`src/include/ucr_regs.vh`:
```
`ifndef UCR_REGS_VH
`define UCR_REGS_VH

// Register indices; the byte address is four times the index
`define UCR_IDX_DATA      8'hF1
`define UCR_IDX_FLAGS     8'hF2
`define UCR_IDX_SETUP     8'hF3
`define UCR_IDX_DIVISOR   8'hF4
`define UCR_IDX_IRQ_STAT  8'hF5
`define UCR_IDX_IRQ_MASK  8'hF6

// Reset values
`define UCR_FLAGS_RST     8'h02
`define UCR_SETUP_RST     8'h00
`define UCR_DIVISOR_RST   8'hFF
`define UCR_IRQ_RST       4'h0

// serial_port_flags fields
`define UCR_FL_RXFULL     7
`define UCR_FL_PARITY     6
`define UCR_FL_OVERRUN    5
`define UCR_FL_FRAMING    4
`define UCR_FL_BREAK      3
`define UCR_FL_TXRDY      2
`define UCR_FL_TXDONE     1
`define UCR_FL_NOISE      0

// serial_port_setup fields
`define UCR_SU_TXEN       7
`define UCR_SU_RXEN       6
`define UCR_SU_IRQEN      5
`define UCR_SU_PAREN      4
`define UCR_SU_PARODD     3
`define UCR_SU_BREAK      2
`define UCR_SU_STOP2      1
`define UCR_SU_TIMER      0

// Interrupt status and mask fields
`define UCR_IS_RX         0
`define UCR_IS_TX         1
`define UCR_IS_ERR        2
`define UCR_IS_TIMER      3

`endif

```
`src/hdl/ucr_top.v`:
```
// Functional notes
// - data register read clears flag bits seven to three and bit zero
// - bit seven full on receive, empty on read
// - bit six parity error, cleared by read
// - bit five overrun, cleared by data read
// - bit four framing error until data read
// - bit three break detected, cleared by read
// - bit two transmit ready, cleared on write
// - bit one transmit complete, resets to one
// - bit zero reads noise, write sets filter
// - interrupt needs setup bit five and global mask
// - setup bit two forces transmit line low
// - setup bit zero makes generator a timer
// - timer reload raises interrupt when enabled
// - setup kept over stop recovery, reset clears
// - timer mode divisor read returns live count
`timescale 1ns/1ps
`include "ucr_regs.vh"

module ucr_top
(
    // Clock, reset, enable
    input  wire        hclk,
    input  wire        hresetn,
    input  wire        ce,
    // AHB-Lite slave
    input  wire        hsel,
    input  wire [31:0] haddr,
    input  wire [1:0]  htrans,
    input  wire        hwrite,
    input  wire [2:0]  hsize,
    input  wire [31:0] hwdata,
    input  wire        hready,
    output reg  [31:0] hrdata,
    output reg         hreadyout,
    output reg         hresp,
    // Receive shifter events
    input  wire        rx_char_valid,
    input  wire [7:0]  rx_char,
    input  wire        rx_parity_err,
    input  wire        rx_frame_err,
    input  wire        rx_break_seen,
    input  wire        rx_noise_seen,
    // Transmit shifter handshake
    input  wire        tx_taken,
    input  wire        tx_busy,
    output reg         tx_hold_valid,
    output reg  [7:0]  tx_hold_byte,
    output reg         tx_force_low,
    // Configuration to shifters
    output reg         tx_enable,
    output reg         rx_enable,
    output reg         parity_enable,
    output reg         parity_odd,
    output reg         two_stop_bits,
    output reg         noise_filter_on,
    output reg         bit_rate_tick,
    // System
    input  wire        stop_recover,
    input  wire        global_irq_mask,
    output reg         irq
);

////////////////////////////////////////////////////////////////////////////
// Bus decode

reg  [7:0]  rdata_nxt;
reg         wr_pend_r;
reg  [7:0]  wr_idx_r;
reg  [7:0]  serial_port_flags_r;
reg  [7:0]  serial_port_setup_r;
reg  [7:0]  bit_rate_divisor_value_r;
reg  [7:0]  bit_rate_divider_r;
reg  [7:0]  receive_byte_holding_r;
reg  [3:0]  irq_stat_r;
reg  [3:0]  irq_mask_r;
reg  [3:0]  irq_stat_nxt;
reg  [7:0]  flags_nxt;

wire        addr_ok  = hsel & htrans[1] & hready;
wire [7:0]  a_idx    = haddr[9:2];
wire        a_mapped = (haddr[31:10] == 22'h000000) & (haddr[1:0] == 2'h0);
wire        rd_acc   = ce & addr_ok & ~hwrite & a_mapped;
wire        wr_now   = ce & wr_pend_r;
wire [7:0]  wd       = hwdata[7:0];

wire        rd_data  = rd_acc & (a_idx == `UCR_IDX_DATA);
wire        wr_data  = wr_now & (wr_idx_r == `UCR_IDX_DATA);
wire        wr_flags = wr_now & (wr_idx_r == `UCR_IDX_FLAGS);
wire        wr_setup = wr_now & (wr_idx_r == `UCR_IDX_SETUP);
wire        wr_div   = wr_now & (wr_idx_r == `UCR_IDX_DIVISOR);
wire        wr_istat = wr_now & (wr_idx_r == `UCR_IDX_IRQ_STAT);
wire        wr_imask = wr_now & (wr_idx_r == `UCR_IDX_IRQ_MASK);

wire        timer_mode = serial_port_setup_r[`UCR_SU_TIMER];
wire        brg_run    = timer_mode | serial_port_setup_r[`UCR_SU_TXEN]
                         | serial_port_setup_r[`UCR_SU_RXEN];
wire        brg_reload = brg_run & (bit_rate_divider_r == 8'h00);

always @*
begin
    case (a_idx)
        `UCR_IDX_DATA:     rdata_nxt = receive_byte_holding_r;
        `UCR_IDX_FLAGS:    rdata_nxt = serial_port_flags_r;
        `UCR_IDX_SETUP:    rdata_nxt = serial_port_setup_r;
        `UCR_IDX_DIVISOR:  rdata_nxt = timer_mode ? bit_rate_divider_r
                                      : bit_rate_divisor_value_r;
        `UCR_IDX_IRQ_STAT: rdata_nxt = {4'h0, irq_stat_r};
        `UCR_IDX_IRQ_MASK: rdata_nxt = {4'h0, irq_mask_r};
        default:           rdata_nxt = 8'h00;
    endcase
    if (!a_mapped)
    begin
        rdata_nxt = 8'h00;
    end
end

always @(posedge hclk or negedge hresetn)
begin
    if (!hresetn)
    begin
        hrdata    <= 32'h00000000;
        hreadyout <= 1'b0;
        hresp     <= 1'b0;
        wr_pend_r <= 1'b0;
        wr_idx_r  <= 8'h00;
    end
    else if (ce)
    begin
        hreadyout <= 1'b1;
        hresp     <= 1'b0;
        wr_pend_r <= addr_ok & hwrite & a_mapped;
        if (addr_ok)
        begin
            wr_idx_r <= a_idx;
        end
        if (rd_acc)
        begin
            hrdata <= {24'h000000, rdata_nxt};
        end
        else if (addr_ok)
        begin
            hrdata <= 32'h00000000;
        end
    end
end

////////////////////////////////////////////////////////////////////////////
// Status flags

always @*
begin
    flags_nxt = serial_port_flags_r;
    // A data read empties the holding register and clears the errors
    if (rd_data)
    begin
        flags_nxt[`UCR_FL_RXFULL]  = 1'b0;
        flags_nxt[`UCR_FL_PARITY]  = 1'b0;
        flags_nxt[`UCR_FL_OVERRUN] = 1'b0;
        flags_nxt[`UCR_FL_FRAMING] = 1'b0;
        flags_nxt[`UCR_FL_BREAK]   = 1'b0;
        flags_nxt[`UCR_FL_NOISE]   = 1'b0;
    end
    // New events win over the clear in the same cycle
    if (rx_char_valid)
    begin
        if (serial_port_flags_r[`UCR_FL_RXFULL] & ~rd_data)
        begin
            flags_nxt[`UCR_FL_OVERRUN] = 1'b1;
        end
        flags_nxt[`UCR_FL_RXFULL] = 1'b1;
        if (rx_parity_err & serial_port_setup_r[`UCR_SU_PAREN])
        begin
            flags_nxt[`UCR_FL_PARITY] = 1'b1;
        end
        if (rx_frame_err)
        begin
            flags_nxt[`UCR_FL_FRAMING] = 1'b1;
        end
    end
    if (rx_break_seen)
    begin
        flags_nxt[`UCR_FL_BREAK] = 1'b1;
    end
    if (rx_noise_seen)
    begin
        flags_nxt[`UCR_FL_NOISE] = 1'b1;
    end
    // Ready clears on a write, sets again once the shifter takes it
    if (wr_data)
    begin
        flags_nxt[`UCR_FL_TXRDY] = 1'b0;
    end
    else if (tx_taken | ~tx_hold_valid)
    begin
        flags_nxt[`UCR_FL_TXRDY] = 1'b1;
    end
    flags_nxt[`UCR_FL_TXDONE] = ~tx_busy;
end

always @(posedge hclk or negedge hresetn)
begin
    if (!hresetn)
    begin
        serial_port_flags_r    <= `UCR_FLAGS_RST;
        receive_byte_holding_r <= 8'h00;
        noise_filter_on        <= 1'b0;
        tx_hold_valid          <= 1'b0;
        tx_hold_byte           <= 8'h00;
    end
    else if (ce)
    begin
        if (stop_recover)
        begin
            serial_port_flags_r <= `UCR_FLAGS_RST;
        end
        else
        begin
            serial_port_flags_r <= flags_nxt;
        end
        if (rx_char_valid)
        begin
            receive_byte_holding_r <= rx_char;
        end
        if (wr_flags)
        begin
            noise_filter_on <= wd[`UCR_FL_NOISE];
        end
        if (wr_data)
        begin
            tx_hold_valid <= 1'b1;
            tx_hold_byte  <= wd;
        end
        else if (tx_taken)
        begin
            tx_hold_valid <= 1'b0;
        end
    end
end

////////////////////////////////////////////////////////////////////////////
// Setup register and bit rate generator

always @(posedge hclk or negedge hresetn)
begin
    if (!hresetn)
    begin
        serial_port_setup_r      <= `UCR_SETUP_RST;
        bit_rate_divisor_value_r <= `UCR_DIVISOR_RST;
        bit_rate_divider_r       <= `UCR_DIVISOR_RST;
        bit_rate_tick            <= 1'b0;
        tx_enable                <= 1'b0;
        rx_enable                <= 1'b0;
        parity_enable            <= 1'b0;
        parity_odd               <= 1'b0;
        two_stop_bits            <= 1'b0;
        tx_force_low             <= 1'b0;
    end
    else if (ce)
    begin
        // Stop recovery leaves these untouched
        if (wr_setup)
        begin
            serial_port_setup_r <= wd;
        end
        if (wr_div)
        begin
            bit_rate_divisor_value_r <= wd;
        end
        if (brg_reload)
        begin
            bit_rate_divider_r <= bit_rate_divisor_value_r;
        end
        else if (brg_run)
        begin
            bit_rate_divider_r <= bit_rate_divider_r - 8'h01;
        end
        // Serial timing ticks stop while the generator is a timer
        bit_rate_tick <= brg_reload & ~timer_mode;
        tx_enable     <= serial_port_setup_r[`UCR_SU_TXEN];
        rx_enable     <= serial_port_setup_r[`UCR_SU_RXEN];
        parity_enable <= serial_port_setup_r[`UCR_SU_PAREN];
        parity_odd    <= serial_port_setup_r[`UCR_SU_PARODD];
        two_stop_bits <= serial_port_setup_r[`UCR_SU_STOP2];
        tx_force_low  <= serial_port_setup_r[`UCR_SU_BREAK];
    end
end

////////////////////////////////////////////////////////////////////////////
// Interrupts

always @*
begin
    irq_stat_nxt = irq_stat_r;
    if (wr_istat)
    begin
        irq_stat_nxt = irq_stat_r & ~wd[3:0];
    end
    // Set beats the write-one clear
    if (rx_char_valid)
    begin
        irq_stat_nxt[`UCR_IS_RX] = 1'b1;
    end
    if (tx_taken)
    begin
        irq_stat_nxt[`UCR_IS_TX] = 1'b1;
    end
    if ((rx_char_valid & (rx_frame_err | rx_parity_err)) | rx_break_seen)
    begin
        irq_stat_nxt[`UCR_IS_ERR] = 1'b1;
    end
    if (brg_reload & timer_mode)
    begin
        irq_stat_nxt[`UCR_IS_TIMER] = 1'b1;
    end
end

always @(posedge hclk or negedge hresetn)
begin
    if (!hresetn)
    begin
        irq_stat_r <= `UCR_IRQ_RST;
        irq_mask_r <= `UCR_IRQ_RST;
        irq        <= 1'b0;
    end
    else if (ce)
    begin
        irq_stat_r <= irq_stat_nxt;
        if (wr_imask)
        begin
            irq_mask_r <= wd[3:0];
        end
        irq <= (|(irq_stat_r & irq_mask_r))
               & serial_port_setup_r[`UCR_SU_IRQEN]
               & global_irq_mask;
    end
end

endmodule

```
`config.mk`:
```
export PLATFORM = sky130hd
export DESIGN_NAME = ucr_top
export DESIGN_NICKNAME = d
export VERILOG_FILES = /design/src/hdl/ucr_top.v
export VERILOG_INCLUDE_DIRS = /design/src /design/src/include
export SDC_FILE = /design/constraint.sdc
export NUM_CORES = 1
export LEC_CHECK = 0
export BUFFER_PORTS_ARGS = -buffer_cell sky130_fd_sc_hd__buf_2
export CORE_MARGIN = 2
export CORE_UTILIZATION = 30
export DETAILED_ROUTE_END_ITERATION = 8
export PLACE_DENSITY = 0.62
export SETUP_SLACK_MARGIN = 0.3
export SLEW_MARGIN = 20
export SYNTH_ARGS = -nofsm -noshare
export SYNTH_HDL_FRONTEND = slang
export SYNTH_SLANG_ARGS = --single-unit
export TNS_END_PERCENT = 1
```
`constraint.sdc`:
```
create_clock -name hclk -period 2.1 [get_ports hclk]
set_clock_uncertainty 0.1 [all_clocks]
set_input_delay 0.21 -clock hclk [delete_from_list [all_inputs] [get_ports hclk]]
set_output_delay 0.21 -clock hclk [all_outputs]
set_load 0.02 [all_outputs]
```
==> results.toml, run 1 <==
[status]
status = "complete, but fails checks"
violations = "setup timing"

[cells_and_area]
instances_no_fill = 691
area_growth_syn_to_layout_pct = 30.9
antenna_cells = 0
final.fill_count = 1331
drive_gt1_frac = 0.450
nNetsFinal = 599
final_area_um2 = 5520

[route]
via_per_inst = 4.84
totalWireLength_um = 11000
first_pass_iters = 5
drt_iter0_drc = 207
avgRoutedWirePerCell_um = 15.9
drc = 0
via_count = 3342
final_antenna_net_count = 0

[timing]
grt_setup_unrepaired = "true"
fin_ws_ns = -0.0441
setup_viol = 5
finalCritPeriodShare = 1.02
timing.slew.headroom = 0.559
holdWs_ns = 0.00757
final_max_slew_viol_count = 0
max_freq_mhz = 466
period_minus_slack_ns = 2.14
worstMarginPinSlew_ns = 0.659
setup_tns_ns = -0.128
finalHoldViolCount = 0

[worst_setup_path]
start_kind = "register"
crit_buf_inv = 2
crit_arrival_ns = 2.30
cp-end-kind = "register"
max_stage_delay_ns = 0.58
critPathMaxFanout = 5
regToRegStartpoint = "bit_rate_divider_r[0]"
required_ns = 2.26
startpoint = "bit_rate_divider_r[0]"
cp_top_family = "simple AND/OR/NAND/NOR gates"
crit_type = "reg2reg"
path_common_cell = "or4b_4"
crit_chain = "inv_2 > ha_4 > or4b_4 > or4b_4 > buf_4 > nor2_2 > o31ai_4"
slowest_stage = "or4b_4"

[cts]
htreeDepth = 3
clk_path_buf_depth = 2
clk_pin_slew_worst_paths_ns = 0.06
cts-root-buf = "clkbuf_16"
clk_latency_ns = 0.34
cts-buffers-inserted = 9
cts_tree = "built"
cts_sinks = 84

[power_and_ir_drop]
p_int_uw = 3150
swShare = 0.225
p_seq_frac = 0.435
comb_power_share = 0.097
pwr_density_cell_nw_per_um2 = 736
total_leakage_power_uw = 0.00263
switchingPower_uw = 913
clockPowerShare = 0.469
peakVddDrop_v = 0.000398
total_power_uw = 4070

[hold_path]
worstHoldPathType = "in2reg"
holdCritStartpoint = "rx_char[6]"

[grt]
grt_first_pass_wirelength_um = 17400
antenna_found_initial = 0
grt_usage = 0.151
grt_max_degree = 39
grt_pass1_vias = 3279
overflow = 0

[synth]
postSynthCellCount = 383
ys.flop_type = "dfrtp_1"
yosysUniqueCellTypes = 53
synth.top_cell.area_share = 0.397
yosysWarnings = 0
synth_common_cells = "dfrtp_1, mux2_2, nand2_1"
avgSynthCellArea_um2 = 11.0
synth_area_leaders = "dfrtp_1, mux2_2, dfstp_2"
synth.yosys.seq_area_share = 0.503
synth_edf_count = 0
post-synth-top-count-cell = "dfrtp_1"
synth_top_area_cell = "dfrtp_1"
synthArstFlopShare = 1.00
synth-seq-cells = 84
synth_area_um2 = 4220

[run]
cap_violations = 0

[place]
place_area_um2 = 4930
port_buffers = 90
gp_congestion = 0.856
place_inst = 661
hpwlAfterDp_um = 8480

[floorplan]
ios = 144
fp.coreArea_um2 = 13800
die_h_um = 123
start_util = 0.305
dieArea_um2 = 15000
rows = 43
die_w_um = 123
layout by cell type, fill, tap and decap left out, types with 5 or more instances in the layout:
| cell type | synthesis | layout |
|---|---|---|
| a21oi_1 | 9 | 8 |
| a221oi_1 | 10 | 8 |
| a22o_1 | 5 | 5 |
| a31oi_1 | 5 | 5 |
| buf_2 | 3 | 89 |
| buf_4 | 25 | 23 |
| clkbuf_16 | 0 | 9 |
| conb_1 | 1 | 25 |
| dfrtp_1 | 67 | 66 |
| dfstp_2 | 17 | 17 |
| dlygate4sd3_1 | 0 | 12 |
| inv_1 | 10 | 8 |
| mux2_2 | 54 | 47 |
| mux2_4 | 0 | 7 |
| mux2i_1 | 9 | 9 |
| nand2_1 | 44 | 44 |
| nand2b_1 | 6 | 6 |
| nand3_1 | 7 | 7 |
| nor2_1 | 10 | 9 |
| nor2b_1 | 6 | 5 |
| nor3_1 | 12 | 12 |
| nor4_1 | 7 | 7 |
| o21ai_0 | 13 | 13 |
cell families after synthesis:
kind of cell / synth area share
simple gates: 0.146
flops: 0.503
compound gates: 0.112
mux: 0.165
buf+inv: 0.0694
fa+ha+maj: 0.00296
other cells: 0.000889
flip-flops by register name, indices dropped and copies added (netlist names), 4 cells and up:
signal                    cells
irq_stat_r                    4
receive_byte_holding_r        8
bit_rate_divider_r            8
hrdata                        8
serial_port_flags_r           8
serial_port_setup_r           8
bit_rate_divisor_value_r      8
wr_idx_r                      8
irq_mask_r                    4
tx_hold_byte                  8
repair_timing:
item                                    in CTS  in global routing
resized for setup                           18                  7
hold buffers                                12                  0
endpoints found under the hold margin       37                  0
endpoints found under the setup margin      21                 21
cloned                                       1                  0
pin swaps                                    7                  2
buffers inserted                             1                  0
layer usage:
layer | vias up | track usage | part of all wire
li1 | 1597 | - | -
met1 | 1650 | 0.200 | 0.45
met2 | 84 | 0.251 | 0.50
met3 | 11 | 0.0251 | 0.036
met4 | 0 | 0.0517 | 0.014
met5 | - | 0 | 0
power groups by stage:
stage / Sequential, uW / Combinational [uW] / Clock (uW)
after floorplan: 1770 / 244 / 0
after global placement: 1790 / 358 / 0
after detailed placement: 1790 / 368 / 0
after CTS: 1770 / 392 / 1960
after global routing: 1780 / 443 / 2020
final: 1770 / 393 / 1910
cell type report:
class / count / area (um2) / share of cell area
Clock buffer: 9 / 225 / 0.0408
Clock inverter: 7 / 139 / 0.0251
Inverter: 10 / 37.5 / 0.00680
Multi-Input combinational cell: 274 / 2000 / 0.362
Sequential cell: 84 / 2120 / 0.385
Tap cell: 180 / 225 / 0.0408
Timing Repair Buffer: 127 / 772 / 0.140
final timing paths:
check | to | slack (ns) | cells past startpoint
worst max-delay path | bit_rate_divider_r[1] | -0.04 | 7
min in group asynchronous | hreadyout | 0.26 | 2
max in group asynchronous | bit_rate_divider_r[6] | 0.91 | 3
worst max register to register | bit_rate_divider_r[1] | -0.04 | 7
worst min register to register | hreadyout | 0.36 | 1
worst min-delay path | receive_byte_holding_r[6] | 0.008 | 2
metrics by stage:
stage	util	setup slack, ns
finish	0.400	-0.0441
global route	0.400	-0.0925
CTS	0.397	-0.0287
detailed placement	0.356	-0.0588
global placement	0.356	-0.0338
floorplan	-	0.0499
Power figures use the tool's default switching activity.
==> run 2, diff against run 1 <==
--- a/config.mk
+++ b/config.mk
@@ -6,6 +6,7 @@
 export SDC_FILE = /design/constraint.sdc
 export NUM_CORES = 1
 export LEC_CHECK = 0
+export ABC_AREA = 1
 export BUFFER_PORTS_ARGS = -buffer_cell sky130_fd_sc_hd__buf_2
 export CORE_MARGIN = 2
 export CORE_UTILIZATION = 30
==> run 2 against run 1 <==
Net effect: the flow now finishes without violations; utilization fell by 2.2 points; area after synthesis rose by 4.5%; first-iteration DRC count fell by 0.48%; via count rose by 13%; worst setup slack improved by 0.45 ns; highest routed layer unchanged; fmax rose by 27%; register-to-register slack improved by 0.45 ns; global-route usage fell by 0.37 points; flip-flop and latch count did not move; critical path type unchanged; critical path depth rose by 1; final cell count rose by 21%; largest power group is now sequential cells; largest cell class unchanged.
==> results.toml, run 2 <==
[floorplan]
die_w_um = 125
ios = 144
rows = 44
start_util = 0.306
fp.coreArea_um2 = 14400
dieArea_um2 = 15700
die_h_um = 125

[synth]
synth-seq-cells = 84
post-synth-top-count-cell = "nand2_1"
yosysUniqueCellTypes = 33
avgSynthCellArea_um2 = 8.22
synth_top_area_cell = "dfrtp_1"
synth_common_cells = "nand2_1, dfrtp_1, o21ai_0"
synth_edf_count = 0
postSynthCellCount = 537
ys.flop_type = "dfrtp_1"
synth_area_leaders = "dfrtp_1, nand2_1, dfstp_2"
synthArstFlopShare = 1.00
synth.top_cell.area_share = 0.380
synth_area_um2 = 4410
synth.yosys.seq_area_share = 0.481
yosysWarnings = 0

[grt]
grt_pass1_vias = 3572
grt_max_degree = 55
antenna_found_initial = 0
overflow = 0
grt_usage = 0.147
grt_first_pass_wirelength_um = 18300

[cells_and_area]
final.fill_count = 1522
final_cell_mix = "nand2_1, buf_2, dfrtp_1"
final_area_um2 = 5440
drive_gt1_frac = 0.280
area_growth_syn_to_layout_pct = 23.3
antenna_cells = 0
instances_no_fill = 835
nNetsFinal = 739
layout_commonest_cell = "nand2_1"

[cts]
cts-buffers-inserted = 9
cts_sinks = 84
cts-root-buf = "clkbuf_16"
clk_path_buf_depth = 2
cts_tree = "built"
clk_pin_slew_worst_paths_ns = 0.06
clk_latency_ns = 0.34
htreeDepth = 3

[timing]
setup_tns_ns = 0
finalHoldViolCount = 0
final_max_slew_viol_count = 0
finalCritPeriodShare = 0.804
setup_viol = 0
grt_setup_unrepaired = "false"
worstMarginPinSlew_ns = 0.498
max_freq_mhz = 592
timing.slew.headroom = 0.666
period_minus_slack_ns = 1.69

[power_and_ir_drop]
total_power_uw = 3730
pwr_density_cell_nw_per_um2 = 685
peakVddDrop_v = 0.000480
total_leakage_power_uw = 0.00265

[worst_setup_path]
crit_arrival_ns = 1.85
crit_type = "reg2reg"
required_ns = 2.26
start_kind = "register"
cp-end-kind = "register"
critPathMaxFanout = 6

[route]
via_per_inst = 4.54
totalWireLength_um = 11500
drc = 0
final_antenna_net_count = 0
avgRoutedWirePerCell_um = 13.7
first_pass_iters = 4
drt_iter0_drc = 206
via_count = 3791

[place]
place_inst = 805
place_area_um2 = 4990
port_buffers = 90
hpwlAfterDp_um = 8500
gp_congestion = 0.868

[status]
status = "finished, final reports clean"

[run]
cap_violations = 0

[hold_path]
worstHoldPathType = "in2reg"
run 2: cell types whose count changed in the layout (fill, tap and decap cells not counted), sizes merged, moves of 12 or more:
cell / change
nand3: +27
nand4: +12
o21ai: +56
inv: +35
buf: -14
mux2: -46
nand2: +128
nor2: +31
run 2: area by class of cell:
cell class,count,area [um2],area share
clock buffers,12,256,0.0471
repair buffers,113,668,0.123
well taps,184,230,0.0423
clock inverters,4,47.5,0.00874
multi-input cells,393,1950,0.358
inverters,45,169,0.0310
flip-flops and latches,84,2120,0.390
run 2: cells by family after synthesis:
logic type	after synthesis	synth area share
AO/OA/AOI/OAI	88	0.117
adder cells (fa/ha/maj)	1	0.00284
buffers and inverters	85	0.103
flip-flops	84	0.481
multiplexers	8	0.0204
other	1	0.000850
AND/OR/NAND/NOR	270	0.275
run 2: timing repair:
action,CTS,global route
gates resized for setup,1,4
gates cloned,0,1
hold buffers,12,0
hold endpoints to repair,32,0
setup endpoints to repair,3,4
buffers inserted,0,1
pin swaps,0,3
run 2: per-stage QoR:
stage	util	worst slack (ns)	hold WS, ns
6_report	0.377	0.411	0.0171
4_1_cts	0.375	0.353	0.00525
3_3_place_gp	0.346	0.263	0.0752
5_1_grt	0.377	0.317	0.00901
2_1_floorplan	-	0.506	-0.186
3_5_place_dp	0.346	0.247	0.0763
run 2: metal layers:
layer | track usage | routed length [um] | vias to the layer above
met3 | 0.0398 | 736 | 6
met4 | 0.0399 | 125 | 0
met2 | 0.217 | 5010 | 124
met5 | 0 | 0 | -
met1 | 0.214 | 5580 | 1741
li1 | - | - | 1920
run 2: final timing paths:
kind	from	end	slack, ns	depth (start not counted)
min in group asynchronous	hresetn	tx_hold_byte[7]	0.26	2
hold / removal	rx_char[5]	receive_byte_holding_r[5]	0.02	2
hold reg to reg	hreadyout	hreadyout	0.36	1
setup reg to reg	bit_rate_divider_r[1]	bit_rate_divider_r[1]	0.41	8
setup / recovery	bit_rate_divider_r[1]	bit_rate_divider_r[1]	0.41	8
max in group asynchronous	hresetn	serial_port_flags_r[1]	0.96	3
run 2: critical path: stages, from the launching register on:
cell and delay, ns:
dfstp_2 0.36, inv_1 0.15, ha_4 0.17, nand3_1 0.11, nor2_2 0.14, nand2_2 0.12, buf_4 0.16, o21ai_0 0.16
o21ai_0 0.12
run 2: power breakdown:
part           switching [uW]  internal (uW)  total, uW
sequential               60.7           1700       1760
clock                     645            983       1630
combinational             215            130        345
==> run 3, diff against run 2 <==
==> constraint.sdc (replaced) <==
create_clock -name hclk -period 1.4 [get_ports hclk]
set_clock_uncertainty 0.1 [all_clocks]
set_input_delay 0.14 -clock hclk [delete_from_list [all_inputs] [get_ports hclk]]
set_output_delay 0.14 -clock hclk [all_outputs]
set_load 0.02 [all_outputs]
==> run 3 against run 2 <==
Net effect: the run now ends with setup timing left; critical endpoint is now bit_rate_divider_r[7]; total power is 48% higher; final cell count is 6.2% higher; clock power is 37% higher; first-iteration DRC count is 23% higher; sequential power is 50% higher; global-route usage is 1.7 points higher; fmax is 15% higher; highest routed layer unchanged; worst setup slack worse by 0.48 ns; largest power group unchanged; utilization is 6.0 points higher; non-clock buffer count is 52 higher; flip-flop and latch count stayed put; die area stayed put; largest cell class is now multi-input combinational cells.
==> results.toml, run 3 (synthesis results as in run 2) <==
[power_and_ir_drop]
comb_power_share = 0.116
clockPowerShare = 0.406
peakVddDrop_v = 0.000592
pwr_density_cell_nw_per_um2 = 874
p_seq_frac = 0.478
p_int_uw = 4070
swShare = 0.261
total_leakage_power_uw = 0.00301
switchingPower_uw = 1440

[place]
hpwlAfterDp_um = 9310
port_buffers = 90
gp_congestion = 0.882

[worst_setup_path]
required_ns = 1.57
max_stage_delay_ns = 0.53
crit_chain = "inv_2 > buf_4 > nand3_2 > nor2_1 > nand2_1 > nor2_1 > nand2_1 > nand3_2 > nand3_2 > nand2_1"
start_kind = "register"
critPathMaxFanout = 4
cp-end-kind = "register"
crit_type = "reg2reg"
rr_worst_depth = 10
slowest_stage = "dfstp_2"
crit_arrival_ns = 1.64

[status]
status = "complete, but fails checks"
violations = "setup timing"

[route]
first_pass_iters = 7
via_per_inst = 4.53
via_count = 4021
drt_iter0_drc = 253
avgRoutedWirePerCell_um = 14.1
drc = 0
final_antenna_net_count = 0
totalWireLength_um = 12500

[timing]
fin_ws_ns = -0.0680
setup_viol = 13
final_max_slew_viol_count = 0
setup_tns_ns = -0.363
finalHoldViolCount = 0
finalCritPeriodShare = 1.05
grt_setup_unrepaired = "true"
holdWs_ns = 0.0109
period_minus_slack_ns = 1.47
max_freq_mhz = 681

[cts]
cts-root-buf = "clkbuf_16"
clk_latency_ns = 0.34
cts-buffers-inserted = 9
cts_sinks = 84
clk_pin_slew_worst_paths_ns = 0.06
cts_tree = "built"
clk_path_buf_depth = 2
htreeDepth = 3

[grt]
overflow = 0
grt_pass1_vias = 3921
antenna_found_initial = 0
grt_first_pass_wirelength_um = 20500
grt_max_degree = 34
grt_usage = 0.164

[cells_and_area]
nNetsFinal = 791
final_cell_mix = "nand2_1, dfrtp_1, buf_2"
drive_gt1_frac = 0.393
layout_commonest_cell = "nand2_1"
area_growth_syn_to_layout_pct = 42.8
antenna_cells = 0

[floorplan]
fp.coreArea_um2 = 14400
die_w_um = 125
ios = 144
rows = 44
dieArea_um2 = 15700
start_util = 0.306
die_h_um = 125

[hold_path]
hold_path_depth = 3
worstHoldPathType = "in2reg"

[run]
cap_violations = 0
## run 3: changes by cell type in the layout (fill, tap and decap cells not counted), moves of 9 or more
cell	change
o21ai_1	+25
nand2_1	-18
nor2_1	-10
nand2_2	+9
nand2_4	+9
buf_2	-31
o21ai_0	-29
buf_6	+35
buf_4	+37
## run 3: per-stage QoR
| stage | util | setup slack, ns | total power, uW | area [um2] | cells |
|---|---|---|---|---|---|
| 2_1_floorplan | - | -0.0354 | 3000 | 4530 | 561 |
| 6_report | 0.437 | -0.0680 | 5510 | 6300 | 887 |
| 4_1_cts | 0.428 | -0.0645 | 5540 | 6170 | 886 |
| 3_5_place_dp | 0.377 | -0.228 | 3240 | 5440 | 852 |
| 3_3_place_gp | 0.377 | -0.156 | 3230 | 5440 | 852 |
| 5_1_grt | 0.437 | -0.156 | 5750 | 6300 | 887 |
## run 3: critical path, delay by kind of cell (launching register included)
kind                   cells  cell delay (ns)
buffers and inverters      2             0.19
AND/OR/NAND/NOR            8             0.58
flip-flops                 1             0.53
## run 3: area by class of cell
class,instances,area (um2)
Clock inverter,5,37.5
Sequential cell,84,2120
Tap cell,184,230
Fill cell,1426,8120
Clock buffer,11,243
Multi-Input combinational cell,393,2140
Timing Repair Buffer,165,1360
Inverter,45,169
## run 3: path summary, 6_finish.rpt
| path | start | slack (ns) | to |
|---|---|---|---|
| max in group asynchronous | hresetn | 0.47 | bit_rate_divider_r[6] |
| hold reg to reg | bit_rate_divider_r[2] | 0.38 | bit_rate_divider_r[2] |
| hold / removal | hwdata[7] | 0.01 | bit_rate_divisor_value_r[7] |
| setup / recovery | bit_rate_divider_r[0] | -0.07 | bit_rate_divider_r[7] |
| min in group asynchronous | hresetn | 0.13 | noise_filter_on |
| setup reg to reg | bit_rate_divider_r[0] | -0.07 | bit_rate_divider_r[7] |
## run 3: timing repair
item	in CTS	in global routing
hold buffers	17	0
cloned	1	0
hold endpoints to repair	98	0
pin swaps	22	32
buffers inserted	0	1
setup endpoints to repair	82	87
resized for setup	99	49
## run 3: metal layers
layer	global-route usage	vias to the layer above	wire, um
met1	0.235	1868	6030
met3	0.0364	7	770
met4	0.0399	0	77
met2	0.253	124	5660
met5	0	-	0
li1	-	2022	-
## run 3: power by group through the flow
| stage | Combinational, uW | Sequential (uW) | Clock [uW] |
|---|---|---|---|
| after global routing | 709 | 2650 | 2390 |
| after floorplan | 344 | 2650 | 0 |
| after detailed placement | 567 | 2670 | 0 |
| after global placement | 558 | 2670 | 0 |
| after CTS | 619 | 2630 | 2280 |
| final | 637 | 2640 | 2240 |
